`src/logic/ptpc_pkg.sv`:
```
// package: register map, field layout, frame event and capture types
package ptpc_pkg;
  localparam int unsigned AXI_AW = 12;
  localparam logic [11:0] AUX_HI_OFS   = 12'h18c;
  localparam logic [11:0] AUX_LO_OFS   = 12'h190;
  localparam logic [11:0] CFG_OFS      = 12'h194;
  localparam logic [11:0] IRQ_STAT_OFS = 12'h1a0;
  localparam logic [11:0] IRQ_CLR_OFS  = 12'h1a4;
  localparam logic [11:0] IRQ_EN_OFS   = 12'h1a8;

  localparam int unsigned P2_ROLE_BIT  = 31;
  localparam int unsigned P2_PRI_BIT   = 30;
  localparam int unsigned P2_ALT1_BIT  = 29;
  localparam int unsigned P2_ALT2_BIT  = 28;
  localparam int unsigned P2_ALT3_BIT  = 27;
  localparam int unsigned P2_USER_BIT  = 26;
  localparam int unsigned P2_LKRX_BIT  = 25;
  localparam int unsigned P2_LKTX_BIT  = 24;
  localparam int unsigned P1_ROLE_BIT  = 23;
  localparam int unsigned P1_PRI_BIT   = 22;
  localparam int unsigned P1_ALT1_BIT  = 21;
  localparam int unsigned P1_ALT2_BIT  = 20;

  localparam logic [31:0] CFG_MASK     = 32'hfff0_0000;
  localparam logic [31:0] CFG_RESET    = 32'h4340_0000;
  localparam logic [15:0] AUX_HI_RESET = 16'h0000;
  localparam logic [31:0] AUX_LO_RESET = 32'h0000_0000;
  localparam logic [3:0]  IRQ_EN_RESET = 4'h0;

  localparam logic [47:0] PRI_ADDR  = 48'h0100_5e00_0181;
  localparam logic [47:0] ALT1_ADDR = 48'h0100_5e00_0182;
  localparam logic [47:0] ALT2_ADDR = 48'h0100_5e00_0183;
  localparam logic [47:0] ALT3_ADDR = 48'h0100_5e00_0184;

  // capture flag / status bit order
  localparam int unsigned FL_P1_RX = 0;
  localparam int unsigned FL_P1_TX = 1;
  localparam int unsigned FL_P2_RX = 2;
  localparam int unsigned FL_P2_TX = 3;

  localparam logic [1:0] RESP_OKAY   = 2'b00;
  localparam logic [1:0] RESP_SLVERR = 2'b10;

  typedef struct packed {
    logic        valid;
    logic        is_tx;
    logic        is_sync;
    logic        is_dreq;
    logic [47:0] dst;
    logic [47:0] uuid;
    logic [15:0] seq;
  } ptpc_evt_t;

  typedef struct packed {
    logic [63:0] clock;
    logic [47:0] uuid;
    logic [15:0] seq;
  } ptpc_cap_t;

  typedef struct packed {
    logic pri;
    logic alt1;
    logic alt2;
    logic alt3;
    logic user;
  } ptpc_addr_en_t;

  // master: tx sync / rx delay_req; slave: tx delay_req / rx sync
  function automatic logic capture_wanted(input logic master, input ptpc_evt_t e);
    if (master) begin
      capture_wanted = (e.is_tx && e.is_sync) || (!e.is_tx && e.is_dreq);
    end else begin
      capture_wanted = (e.is_tx && e.is_dreq) || (!e.is_tx && e.is_sync);
    end
  endfunction : capture_wanted

  function automatic logic [31:0] apply_strb(input logic [31:0] old_v,
                                             input logic [31:0] new_v,
                                             input logic [3:0]  strb);
    for (int i = 0; i < 4; i++) begin
      apply_strb[8*i +: 8] = strb[i] ? new_v[8*i +: 8] : old_v[8*i +: 8];
    end
  endfunction : apply_strb
endpackage : ptpc_pkg

```
`src/logic/ptpc_addr_match.sv`:
```
// destination address check against the addresses enabled for one port
`timescale 1ns/1ps
`default_nettype none
module ptpc_addr_match (
  input  wire logic [47:0]            dst,
  input  wire ptpc_pkg::ptpc_addr_en_t en,
  input  wire logic [47:0]            aux_addr,
  output logic                        hit
);
  always_comb begin
    hit = (en.pri  && dst == ptpc_pkg::PRI_ADDR)  ||
          (en.alt1 && dst == ptpc_pkg::ALT1_ADDR) ||
          (en.alt2 && dst == ptpc_pkg::ALT2_ADDR) ||
          (en.alt3 && dst == ptpc_pkg::ALT3_ADDR) ||
          (en.user && dst == aux_addr);
  end
endmodule : ptpc_addr_match
`default_nettype wire

```
`src/logic/ptpc_cap_hold.sv`:
```
// held clock, uuid and sequence id for one port and direction
`timescale 1ns/1ps
`default_nettype none
module ptpc_cap_hold (
  input  wire logic                ref_clk,
  input  wire logic                rst_n,
  input  wire logic                cap,
  input  wire logic                lock,
  input  wire logic                flag,
  input  wire ptpc_pkg::ptpc_cap_t din,
  output var  ptpc_pkg::ptpc_cap_t hold
);
  logic blocked;

  assign blocked = lock && flag;

  always_ff @(posedge ref_clk) begin
    if (!rst_n) begin
      hold <= '0;
    end else if (cap && !blocked) begin
      hold <= din;
    end
  end
endmodule : ptpc_cap_hold
`default_nettype wire

```
`src/logic/ptpc_config_top.sv`:
```
// timestamp capture configuration register bank with axi4-lite slave
//
// Behaviour
// - port 2 master role: capture on sent sync and received delay request
// - port 2 slave role: capture on sent delay request, received sync; resets zero
// - port 1 role bit selects master or slave capture events; resets zero
// - primary enables accept address ...01:81 per port; both reset to one
// - first alternate enables accept ...01:82 per port; reset zero
// - second alternate enables accept ...01:83 per port; reset zero
// - third alternate enable accepts ...01:84 on port 2; reset zero
// - user enable accepts the programmed auxiliary address on port 2; reset zero
// - port 2 receive lock keeps held values while receive flag set; resets one
// - port 2 transmit lock keeps held values while transmit flag set; resets one
// - one 32-bit read/write configuration register at offset 194h
// - auxiliary address is 48 bits: 16 high bits, 32 low bits
`timescale 1ns/1ps
`default_nettype none
module ptpc_config_top (
  input  wire logic                 ref_clk,
  input  wire logic                 rst_n,
  input  wire logic [11:0]          s_axi_awaddr,
  input  wire logic                 s_axi_awvalid,
  output logic                      s_axi_awready,
  input  wire logic [31:0]          s_axi_wdata,
  input  wire logic [3:0]           s_axi_wstrb,
  input  wire logic                 s_axi_wvalid,
  output logic                      s_axi_wready,
  output logic [1:0]                s_axi_bresp,
  output logic                      s_axi_bvalid,
  input  wire logic                 s_axi_bready,
  input  wire logic [11:0]          s_axi_araddr,
  input  wire logic                 s_axi_arvalid,
  output logic                      s_axi_arready,
  output logic [31:0]               s_axi_rdata,
  output logic [1:0]                s_axi_rresp,
  output logic                      s_axi_rvalid,
  input  wire logic                 s_axi_rready,
  input  wire logic [63:0]          ptp_clock,
  input  wire ptpc_pkg::ptpc_evt_t  port1_evt,
  input  wire ptpc_pkg::ptpc_evt_t  port2_evt,
  output var  ptpc_pkg::ptpc_cap_t  p1_rx_hold,
  output var  ptpc_pkg::ptpc_cap_t  p1_tx_hold,
  output var  ptpc_pkg::ptpc_cap_t  p2_rx_hold,
  output var  ptpc_pkg::ptpc_cap_t  p2_tx_hold,
  output logic [3:0]                cap_flags,
  output logic                      irq
);
  logic [11:0]             aw_addr_r;
  logic [31:0]             w_data_r;
  logic [3:0]              w_strb_r;
  logic                    wr_commit;
  logic                    wr_hit;
  logic [31:0]             cfg_r;
  logic [15:0]             aux_hi_r;
  logic [31:0]             aux_lo_r;
  logic [3:0]              irq_en_r;
  logic [3:0]              status_r;
  logic [3:0]              status_nxt;
  logic [3:0]              clr_pulse;
  logic [3:0]              cap_req;
  logic [3:0]              lock_vec;
  logic [47:0]             aux_addr;
  logic                    p1_hit;
  logic                    p2_hit;
  logic                    p1_master;
  logic                    p2_master;
  ptpc_pkg::ptpc_addr_en_t p1_en;
  ptpc_pkg::ptpc_addr_en_t p2_en;
  ptpc_pkg::ptpc_cap_t     cap_din [4];
  ptpc_pkg::ptpc_cap_t     hold_q  [4];
  logic [31:0]             rd_val;
  logic                    rd_ok;

  // ---------------- write channel ----------------
  always_ff @(posedge ref_clk) begin
    if (!rst_n) begin
      s_axi_awready <= 1'b1;
      aw_addr_r     <= '0;
    end else if (s_axi_awvalid && s_axi_awready) begin
      s_axi_awready <= 1'b0;
      aw_addr_r     <= s_axi_awaddr;
    end else if (s_axi_bvalid && s_axi_bready) begin
      s_axi_awready <= 1'b1;
    end
  end

  always_ff @(posedge ref_clk) begin
    if (!rst_n) begin
      s_axi_wready <= 1'b1;
      w_data_r     <= '0;
      w_strb_r     <= '0;
    end else if (s_axi_wvalid && s_axi_wready) begin
      s_axi_wready <= 1'b0;
      w_data_r     <= s_axi_wdata;
      w_strb_r     <= s_axi_wstrb;
    end else if (s_axi_bvalid && s_axi_bready) begin
      s_axi_wready <= 1'b1;
    end
  end

  // both halves held and no response outstanding: commit once
  assign wr_commit = !s_axi_awready && !s_axi_wready && !s_axi_bvalid;

  always_comb begin
    case (aw_addr_r)
      ptpc_pkg::AUX_HI_OFS,
      ptpc_pkg::AUX_LO_OFS,
      ptpc_pkg::CFG_OFS,
      ptpc_pkg::IRQ_STAT_OFS,
      ptpc_pkg::IRQ_CLR_OFS,
      ptpc_pkg::IRQ_EN_OFS:   wr_hit = 1'b1;
      default:                wr_hit = 1'b0;
    endcase
  end

  always_ff @(posedge ref_clk) begin
    if (!rst_n) begin
      s_axi_bvalid <= 1'b0;
      s_axi_bresp  <= ptpc_pkg::RESP_OKAY;
    end else if (wr_commit) begin
      s_axi_bvalid <= 1'b1;
      s_axi_bresp  <= wr_hit ? ptpc_pkg::RESP_OKAY : ptpc_pkg::RESP_SLVERR;
    end else if (s_axi_bready) begin
      s_axi_bvalid <= 1'b0;
    end
  end

  // ---------------- registers ----------------
  always_ff @(posedge ref_clk) begin
    if (!rst_n) begin
      cfg_r <= ptpc_pkg::CFG_RESET;
    end else if (wr_commit && aw_addr_r == ptpc_pkg::CFG_OFS) begin
      cfg_r <= ptpc_pkg::apply_strb(cfg_r, w_data_r, w_strb_r) & ptpc_pkg::CFG_MASK;
    end
  end

  always_ff @(posedge ref_clk) begin
    if (!rst_n) begin
      aux_hi_r <= ptpc_pkg::AUX_HI_RESET;
      aux_lo_r <= ptpc_pkg::AUX_LO_RESET;
    end else if (wr_commit && aw_addr_r == ptpc_pkg::AUX_HI_OFS) begin
      aux_hi_r <= 16'(ptpc_pkg::apply_strb({16'h0000, aux_hi_r}, w_data_r, w_strb_r));
    end else if (wr_commit && aw_addr_r == ptpc_pkg::AUX_LO_OFS) begin
      aux_lo_r <= ptpc_pkg::apply_strb(aux_lo_r, w_data_r, w_strb_r);
    end
  end

  always_ff @(posedge ref_clk) begin
    if (!rst_n) begin
      irq_en_r <= ptpc_pkg::IRQ_EN_RESET;
    end else if (wr_commit && aw_addr_r == ptpc_pkg::IRQ_EN_OFS) begin
      irq_en_r <= 4'(ptpc_pkg::apply_strb({28'h0, irq_en_r}, w_data_r, w_strb_r));
    end
  end

  assign clr_pulse = (wr_commit && aw_addr_r == ptpc_pkg::IRQ_CLR_OFS && w_strb_r[0])
                     ? w_data_r[3:0] : 4'h0;

  assign aux_addr = {aux_hi_r, aux_lo_r};

  // ---------------- address enables and roles ----------------
  assign p2_master = cfg_r[ptpc_pkg::P2_ROLE_BIT];
  assign p1_master = cfg_r[ptpc_pkg::P1_ROLE_BIT];

  always_comb begin
    p2_en.pri  = cfg_r[ptpc_pkg::P2_PRI_BIT];
    p2_en.alt1 = cfg_r[ptpc_pkg::P2_ALT1_BIT];
    p2_en.alt2 = cfg_r[ptpc_pkg::P2_ALT2_BIT];
    p2_en.alt3 = cfg_r[ptpc_pkg::P2_ALT3_BIT];
    p2_en.user = cfg_r[ptpc_pkg::P2_USER_BIT];
    p1_en.pri  = cfg_r[ptpc_pkg::P1_PRI_BIT];
    p1_en.alt1 = cfg_r[ptpc_pkg::P1_ALT1_BIT];
    p1_en.alt2 = cfg_r[ptpc_pkg::P1_ALT2_BIT];
    // port 1 alternate 3 and user enables are outside this bank
    p1_en.alt3 = 1'b0;
    p1_en.user = 1'b0;
  end

  ptpc_addr_match u_p1_match (
    .dst      (port1_evt.dst),
    .en       (p1_en),
    .aux_addr (aux_addr),
    .hit      (p1_hit)
  );

  ptpc_addr_match u_p2_match (
    .dst      (port2_evt.dst),
    .en       (p2_en),
    .aux_addr (aux_addr),
    .hit      (p2_hit)
  );

  // ---------------- capture decision ----------------
  always_comb begin
    cap_req[ptpc_pkg::FL_P1_RX] = port1_evt.valid && !port1_evt.is_tx && p1_hit &&
                                  ptpc_pkg::capture_wanted(p1_master, port1_evt);
    cap_req[ptpc_pkg::FL_P1_TX] = port1_evt.valid && port1_evt.is_tx && p1_hit &&
                                  ptpc_pkg::capture_wanted(p1_master, port1_evt);
    cap_req[ptpc_pkg::FL_P2_RX] = port2_evt.valid && !port2_evt.is_tx && p2_hit &&
                                  ptpc_pkg::capture_wanted(p2_master, port2_evt);
    cap_req[ptpc_pkg::FL_P2_TX] = port2_evt.valid && port2_evt.is_tx && p2_hit &&
                                  ptpc_pkg::capture_wanted(p2_master, port2_evt);
  end

  always_comb begin
    lock_vec                     = 4'h0;
    lock_vec[ptpc_pkg::FL_P2_RX] = cfg_r[ptpc_pkg::P2_LKRX_BIT];
    lock_vec[ptpc_pkg::FL_P2_TX] = cfg_r[ptpc_pkg::P2_LKTX_BIT];
    cap_din[ptpc_pkg::FL_P1_RX]  = '{ptp_clock, port1_evt.uuid, port1_evt.seq};
    cap_din[ptpc_pkg::FL_P1_TX]  = '{ptp_clock, port1_evt.uuid, port1_evt.seq};
    cap_din[ptpc_pkg::FL_P2_RX]  = '{ptp_clock, port2_evt.uuid, port2_evt.seq};
    cap_din[ptpc_pkg::FL_P2_TX]  = '{ptp_clock, port2_evt.uuid, port2_evt.seq};
  end

  // a flag cleared in the same cycle no longer protects the held values
  for (genvar i = 0; i < 4; i++) begin : g_hold
    ptpc_cap_hold u_hold (
      .ref_clk (ref_clk),
      .rst_n   (rst_n),
      .cap     (cap_req[i]),
      .lock    (lock_vec[i]),
      .flag    (status_r[i] && !clr_pulse[i]),
      .din     (cap_din[i]),
      .hold    (hold_q[i])
    );
  end

  assign p1_rx_hold = hold_q[ptpc_pkg::FL_P1_RX];
  assign p1_tx_hold = hold_q[ptpc_pkg::FL_P1_TX];
  assign p2_rx_hold = hold_q[ptpc_pkg::FL_P2_RX];
  assign p2_tx_hold = hold_q[ptpc_pkg::FL_P2_TX];

  // ---------------- capture flags and interrupt ----------------
  // a new capture wins over a clear in the same cycle
  assign status_nxt = (status_r & ~clr_pulse) | cap_req;

  always_ff @(posedge ref_clk) begin
    if (!rst_n) begin
      status_r <= 4'h0;
    end else begin
      status_r <= status_nxt;
    end
  end

  always_ff @(posedge ref_clk) begin
    if (!rst_n) begin
      irq       <= 1'b0;
      cap_flags <= 4'h0;
    end else begin
      irq       <= |(status_nxt & irq_en_r);
      cap_flags <= status_nxt;
    end
  end

  // ---------------- read channel ----------------
  always_comb begin
    rd_ok  = 1'b1;
    rd_val = 32'h0000_0000;
    case (s_axi_araddr)
      ptpc_pkg::AUX_HI_OFS:   rd_val = {16'h0000, aux_hi_r};
      ptpc_pkg::AUX_LO_OFS:   rd_val = aux_lo_r;
      ptpc_pkg::CFG_OFS:      rd_val = cfg_r;
      ptpc_pkg::IRQ_STAT_OFS: rd_val = {28'h0, status_r};
      ptpc_pkg::IRQ_CLR_OFS:  rd_val = 32'h0000_0000;
      ptpc_pkg::IRQ_EN_OFS:   rd_val = {28'h0, irq_en_r};
      default:                rd_ok  = 1'b0;
    endcase
  end

  always_ff @(posedge ref_clk) begin
    if (!rst_n) begin
      s_axi_arready <= 1'b1;
      s_axi_rvalid  <= 1'b0;
      s_axi_rdata   <= '0;
      s_axi_rresp   <= ptpc_pkg::RESP_OKAY;
    end else if (s_axi_arvalid && s_axi_arready) begin
      s_axi_arready <= 1'b0;
      s_axi_rvalid  <= 1'b1;
      s_axi_rdata   <= rd_val;
      s_axi_rresp   <= rd_ok ? ptpc_pkg::RESP_OKAY : ptpc_pkg::RESP_SLVERR;
    end else if (s_axi_rvalid && s_axi_rready) begin
      s_axi_arready <= 1'b1;
      s_axi_rvalid  <= 1'b0;
    end
  end
endmodule : ptpc_config_top
`default_nettype wire

```
`config.mk`:
```
export PLATFORM = sky130hd
export DESIGN_NAME = ptpc_config_top
export DESIGN_NICKNAME = d
export VERILOG_FILES = /design/src/logic/ptpc_pkg.sv /design/src/logic/ptpc_addr_match.sv /design/src/logic/ptpc_cap_hold.sv /design/src/logic/ptpc_config_top.sv
export SDC_FILE = /design/constraint.sdc
export NUM_CORES = 1
export LEC_CHECK = 0
export BUFFER_PORTS_ARGS = -buffer_cell sky130_fd_sc_hd__clkbuf_2
export CORE_AREA = 2 2 362 364
export CTS_CLUSTER_SIZE = 28
export DETAILED_ROUTE_END_ITERATION = 10
export DIE_AREA = 0 0 364 366
export PLACE_DENSITY = 0.47
export SYNTH_ARGS = -nofsm -noshare
export SYNTH_HDL_FRONTEND = slang
export SYNTH_HIERARCHICAL = 1
export SYNTH_SLANG_ARGS = --single-unit
```
`constraint.sdc`:
```
create_clock -name ref_clk -period 3.7 [get_ports ref_clk]
set_clock_uncertainty 0.15 [all_clocks]
set_input_delay 0.74 -clock ref_clk [delete_from_list [all_inputs] [get_ports ref_clk]]
set_output_delay 0.74 -clock ref_clk [all_outputs]
set_load 0.01 [all_outputs]
```
### After elaboration in Yosys (flattened, before gate mapping)

Cells that the tools add are included.
Widths: inputs -> output; s select.

| storage, ports and cells | value |
|---|---|
| word-level logic and storage cells | 158 |
| bits in registers | 670 |
| output and inout bits | 558 |
| bits of input ports | 363 |

| cells by class | value |
|---|---|
| bitwise logic cells | 5 |
| mux-type cells | 17 |
| reduce and logical (&&, ||, !) cells | 82 |
| eq/ne operators | 20 |

Operator list:

| kind | count |
|---|---|
| $eq 48x41->1 const B | 7 |
| $pmux 32 s5 | 1 |
| $eq 12x9->1 const B | 12 |
| $eq 48x48->1 | 1 |
| $logic_and 1x1->1 | 47 |
| $mux 1 | 13 |
| $reduce_and 3->1 | 4 |
| $reduce_or 6->1 | 2 |
| $logic_or 1x1->1 | 10 |
| $reduce_and 2->1 | 5 |
| $logic_not 1->1 | 9 |
| $and 4x4->4 | 2 |
| $reduce_bool 2->1 | 4 |
| $mux 2 | 2 |
| $mux 4 | 1 |
| $not 4->4 | 1 |
| $or 4x4->4 | 1 |
| $reduce_or 4->1 | 1 |
| $not 1->1 | 1 |

### Depth between registers and ports, before layout

| logic depth | value |
|---|---|
| depth after elaboration | 11 |
| mapped depth | 11 |
| depth with buffers taken out | 9 |

### Modules after synthesis

The synthesis kept the hierarchy.

Modules (own cells, without submodules):

| module | cells an instance | times used | sequential area each (sq um) | area each (sq um) |
|---|---|---|---|---|
| ptpc_cap_hold | 555 | 4 | 2562.5 | 5233.8 |
| ptpc_config_top | 723 | 1 | 3123.0 | 6292.3 |
| ptpc_addr_match | 88 | 2 | 0.0 | 690.7 |

### Least setup slack after synthesis

No wires, ideal clock.

| timing path | value |
|---|---|
| path kind | input port to flip-flop |
| start point | input port port1_evt[96] in the netlist's numbering |
| end point | register g_hold[1].u_hold/hold[104] in the netlist's numbering |
| setup slack | 0.688 ns |
| stages on the path | 10 |
| setup time | 0.072 ns |
| path buffers | 2 |
| data required time | 3.478 ns |
| arrival | 2.791 ns |
| path through | nor4b_2 > nand4_1 > or4_1 > o31ai_1 > nand2_1 > nor3b_1 > a21boi_4 > buf_6 > buf_12 > mux2i_1 |

| between the ends | value |
|---|---|
| longest elaborated chain between the ends | 6 |
| elaborated cells between the ends (all ways) | 10 |
| those cells by class | eq/ne: 3; reduce/logical: 7 |

Ends and longest elaborated chain:

| element | RTL line | text |
|---|---|---|
| start, declared | ptpc_config_top.sv:39 | `input wire ptpc_pkg::ptpc_evt_t port1_evt,` |
| $eq 48x41->1, on equally long branches | ptpc_addr_match.sv:11, ptpc_addr_match.sv:12 |  |
| $logic_and 1x1->1, on equally long branches | ptpc_addr_match.sv:11, ptpc_addr_match.sv:12 |  |
| $logic_or 1x1->1 | ptpc_addr_match.sv:11 | `hit = (en.pri && dst == ptpc_pkg::PRI_ADDR) \|\|` |
| $logic_or 1x1->1 * | ptpc_addr_match.sv:12 | `(en.alt1 && dst == ptpc_pkg::ALT1_ADDR) \|\|` |
| via p1_hit | ptpc_config_top.sv:63 | `logic p1_hit;` |
| $logic_and 1x1->1 * (2 in series) | ptpc_config_top.sv:197 | `cap_req[ptpc_pkg::FL_P1_TX] = port1_evt.valid && port1_evt.is_tx && p1_hit &&` |
| via cap_req[1] | ptpc_config_top.sv:60 | `logic [3:0] cap_req;` |
| end signal, assigned | ptpc_cap_hold.sv:21 | `hold <= din;` |
| end, declared | ptpc_cap_hold.sv:11 | `output var ptpc_pkg::ptpc_cap_t hold` |

Mark *: on every way through the listed nets, which the timed path passes. The rest lies on a longest branch.
A chain may end at the register's enable or synchronous reset.

### Final worst setup path

| timing path | value |
|---|---|
| start point | register aux_lo_r[24] |
| end point | register g_hold[3].u_hold/hold[96] in the netlist's numbering |

| between the ends | value |
|---|---|
| longest elaborated chain between the ends | 6 |

Ends and longest elaborated chain:

| element | RTL line | text |
|---|---|---|
| start, declared | ptpc_config_top.sv:55 | `logic [31:0] aux_lo_r;` |
| start signal, assigned | ptpc_config_top.sv:140 | `aux_lo_r <= ptpc_pkg::AUX_LO_RESET;` |
| start signal, assigned | ptpc_config_top.sv:144 | `aux_lo_r <= ptpc_pkg::apply_strb(aux_lo_r, w_data_r, w_strb_r);` |
| $eq 48x48->1 | ptpc_addr_match.sv:15 | `(en.user && dst == aux_addr);` |
| $logic_and 1x1->1 | ptpc_addr_match.sv:15 |  |
| $logic_or 1x1->1 | ptpc_addr_match.sv:14 | `(en.alt3 && dst == ptpc_pkg::ALT3_ADDR) \|\|` |
| via p2_hit | ptpc_config_top.sv:64 | `logic p2_hit;` |
| $logic_and 1x1->1 (2 in series) | ptpc_config_top.sv:201 | `cap_req[ptpc_pkg::FL_P2_TX] = port2_evt.valid && port2_evt.is_tx && p2_hit &&` |
| via cap_req[3] | ptpc_config_top.sv:60 |  |
| $logic_and 1x1->1 | ptpc_cap_hold.sv:20 | `end else if (cap && !blocked) begin` |
| end signal, assigned | ptpc_cap_hold.sv:21 |  |
| end, declared | ptpc_cap_hold.sv:11 |  |

The timed path passes the listed nets, and every way through them passes these cells.

==> summary.md <==
| Metric | Value |
|---|---|
| Outcome | `complete, no violations` |
| Finished Cell Area | `37800 µm²` |
| RR Endpoint | `g_hold[3].u_hold/hold[96]$_SDFFE_PN0P_` |
| Routed Antenna Nets | `0` |
| Clock Sinks | `668` |
| Post-Syn Instances | `3119` |
| CP Class | `register to register` |
| Port Buffers | `918` |
| Post_cts resized | `0` |
| Final net count | `4424` |
| Post-Synthesis Cell Area | `28600 µm²` |
| I/O Pins | `921` |
| Post-DR wirelength/cell | `20.0 µm` |
| Worst setup path start | `aux_lo_r[24]$_SDFFE_PN0P_` |
| WHS Path Cells | `3` |
| WP data arrival | `3.91 ns` |
| Worst-Margin Slew | `0.840 ns` |
| Post-synth EDFFs | `0` |
| Sequential power share | `44.2%` |
| Pin count of the biggest net entering global routing | `174` |
| Yosys top cell by area | `dfxtp_1` |
| Non-Filler Instances | `5872` |
| Via Count | `24900` |
| Root buffer cell | `clkbuf_16` |
| Sequential share of the synthesized area | `46.7%` |
| Switching Fraction | `24.6%` |
| Hold Path End | `w_data_r[20]$_SDFFE_PN0P_` |
| Site Rows | `132` |
| Power density cells | `436 nW/µm²` |
| Vias in the first global route | `24000` |
| First-pass GRT wire length | `166000 µm` |
| Slowest CP cell | `dfxtp_1` |
| CTS tree | `done` |
| Core area | `129000 µm²` |
| Via density | `4.24` |
| Count of final setup violators | `0` |
| R2R Setup Slk | `0.22 ns` |
| Die area | `133000 µm²` |
| Max incr delay on CP | `0.53 ns` |
| Clk_lat worst skew | `0.68 ns` |
| Internal power | `0.0124 W` |
| Area Growth Syn to Fin | `32.0%` |
| Max Buffers Root-to-Sink | `3` |
| Tot Pwr | `0.0165 W` |
| DR pass1 iterations | `5` |
| Final period util | `94.1%` |
| Max Clk Rate | `0.287 GHz` |
| Most frequent CP cell | `buf_12` |
| Clock power share | `49.9%` |
| P_sw | `0.00404 W` |
| Inserted Clock Buffers | `81` |
| Top-area cell type share of the netlist area | `46.7%` |
| Cell Chain, Critical Path | `xor2_1 > nor4_1 > nand4_1 > o31ai_1 > buf_4 > nand2_1 > nor3b_1 > a21boi_4 > buf_12 > buf_12 > mux2i_1` |
| Initial Util | `22.2%` |
| Worst Hold Class | `primary input to register` |
| Hold Vio Cnt, Final | `0` |
| Area post-placement | `35000 µm²` |
| Fillers | `13900` |
| Post-CTS Setup Bufs | `0` |
| Post-Place Cells | `5720` |
| R2R depth | `11` |
| GRT Total Usage | `16.8%` |
| Worst Path Max Fanout | `16` |
| RSZ-0062 raised after global routing | `false` |
| Share of post-route cells with drive strength above 1 | `29.7%` |
| Hold Path Origin | `s_axi_wdata[20]` |
| Leakage | `15.9 nW` |
| Maximum VDD drop | `311 µV` |
| Max-slew violations | `0` |
| Post-synth cell types | `60` |
| Dominant cells by area after synthesis | `dfxtp_1 47%, mux2i_1 20%, nand2_1 16%, buf_12 3.6%, buf_2 2.0%` |
| Die Ht | `366 µm` |
| Routed wire length | `117000 µm` |
| DRT iter0 DRCs | `1481` |
| H-tree depth | `3` |
| Syn Area/Cell | `9.17 µm²` |
| Most used DFF post-synth | `dfxtp_1` |
| Tmin final | `3.48 ns` |
| Critical Path RT | `4.13 ns` |
| Overflow after GRT | `0` |
| Crit path capture type | `register` |
| Hold WS | `0.135 ns` |
| Max-cap violation count | `0` |
| Max_slew headroom | `44.0%` |
| Worst-path clk slew | `0.06 ns` |
| CTS Hold Bufs | `0` |
| Number of remaining DRC errors | `0` |
| YS warnings | `6` |
| Reg-to-reg startpoint | `aux_lo_r[24]$_SDFFE_PN0P_` |
| #FFs+latches synth | `668` |
| Final RePlAce weighted congestion | `0.932` |
| Dpl hpwl | `91800 µm` |
| DIE WIDTH | `364 µm` |
| Worst setup SP type | `register` |
| Initial antenna violation count | `16` |
| Post-synth ARST share | `0%` |
| Comb pwr share | `5.9%` |
[registers in the layout, indices dropped and copies added, names as in the netlist, 4 cells and up]
signal / cells
aw_addr_r: 12
g_hold.u_hold/hold: 512
aux_hi_r: 16
s_axi_rdata: 32
irq_en_r: 4
w_data_r: 32
cap_flags: 4
w_strb_r: 4
aux_lo_r: 32
cfg_r: 12
[logic make-up (layout without fill, tap and decap cells)]
kind of cell / Yosys count / count (layout) / synth area share (%)
muxes: 565 / 565 / 19.8
DFF: 668 / 668 / 46.7
buffers and inverters: 235 / 1237 / 6.75
and+or+nand+nor: 1387 / 1387 / 20.0
AOI/OAI and AO/OA: 165 / 165 / 3.75
other: 1 / 10 / 0.0131
xor gates and xnor gates: 98 / 98 / 3.00
[critical path, delay by kind of cell (launching register included)]
family,cells,cell delay (ns)
AND/OR/NAND/NOR,4,1.04
buffers and inverters,3,0.60
XOR/XNOR,1,0.20
multiplexers,1,0.21
flip-flops,1,0.53
AO/OA/AOI/OAI,2,0.59
[cell usage in the layout, fill, tap and decap left out, drive strengths merged, types with 5 or more instances in the layout]
| cell type | synthesis | routed |
|---|---|---|
| nand2 | 1236 | 1236 |
| clkbuf | 36 | 1035 |
| dfxtp | 668 | 668 |
| mux2i | 561 | 561 |
| buf | 179 | 152 |
| a21oi | 75 | 75 |
| xor2 | 63 | 63 |
| xnor2 | 35 | 35 |
| nand4 | 28 | 28 |
| nor4 | 27 | 27 |
| o21ai | 24 | 24 |
| nand3 | 24 | 24 |
| a22oi | 21 | 21 |
| inv | 20 | 21 |
| clkinv | 0 | 20 |
| nor2 | 18 | 18 |
| nor4b | 18 | 18 |
| a222oi | 12 | 12 |
| a21boi | 8 | 8 |
| nor3 | 7 | 7 |
| conb | 1 | 6 |
| bufinv | 0 | 6 |
| nor3b | 5 | 5 |
| o22ai | 5 | 5 |
[power groups by stage]
stage          clock (W)  combinational (W)  sequential, W
3_3_place_gp           0           0.000973        0.00744
4_1_cts          0.00848           0.000977        0.00728
3_5_place_dp           0           0.000976        0.00744
6_report         0.00821           0.000973        0.00728
5_1_grt          0.00877            0.00106        0.00728
2_1_floorplan          0           0.000475        0.00741
[cells in the mapped netlist (5+ instances only)]
cell	n
nor3_1	7
dfxtp_1	668
mux2i_1	561
a21oi_1	75
nand3_1	20
xnor2_1	35
clkbuf_1	35
xor2_1	63
o21ai_0	24
nor2_1	17
buf_12	52
buf_6	6
nor3b_1	5
a22oi_1	21
nor4_1	24
nor4b_2	6
a222oi_1	12
inv_1	19
nand2_1	1236
nand4_1	28
nor4b_1	11
buf_2	113
o22ai_1	5
[stage by stage]
stage / util, % / TNS (ns) / worst slack [ns]
2_1_floorplan: - / 0 / 0.688
3_5_place_dp: 27.1 / -24.34 / -0.217
3_3_place_gp: 27.1 / -12.86 / -0.123
5_1_grt: 29.3 / 0 / 0.0131
6_report: 29.3 / 0 / 0.219
4_1_cts: 29.3 / 0 / 0.176
[final cells by class]
type,count,area (µm²),area share [%]
Antenna cell,4,10.0,0.0265
Clock inverter,30,378,1.00
Inverter,20,75.1,0.199
Timing Repair Buffer,1069,6060,16.1
Sequential cell,668,13400,35.4
Tap cell,1742,2180,5.77
Multi-Input combinational cell,2221,13300,35.3
Clock buffer,118,2360,6.24
[worst max path at each step]
stage	depth (start not counted)	to	slack [ns]
after floorplan	10	g_hold[1].u_hold/hold[104]$_SDFFE_PN0P_	0.69
after global placement	13	g_hold[3].u_hold/hold[1]$_SDFFE_PN0P_	-0.12
after detailed placement	12	g_hold[3].u_hold/hold[15]$_SDFFE_PN0P_	-0.22
after CTS	11	g_hold[3].u_hold/hold[85]$_SDFFE_PN0P_	0.18
after global routing	11	g_hold[3].u_hold/hold[58]$_SDFFE_PN0P_	0.01
final	11	g_hold[3].u_hold/hold[96]$_SDFFE_PN0P_	0.22
[routing by layer]
metal  global-route usage (%)  vias up  wire [µm]
met2                     29.6      818      58000
met4                     6.79       14       4100
met5                        0        -         92
met3                     4.23      163       7510
li1                         -    12200          -
met1                     19.3    11700      47600
Power figures use the tool's default switching activity.
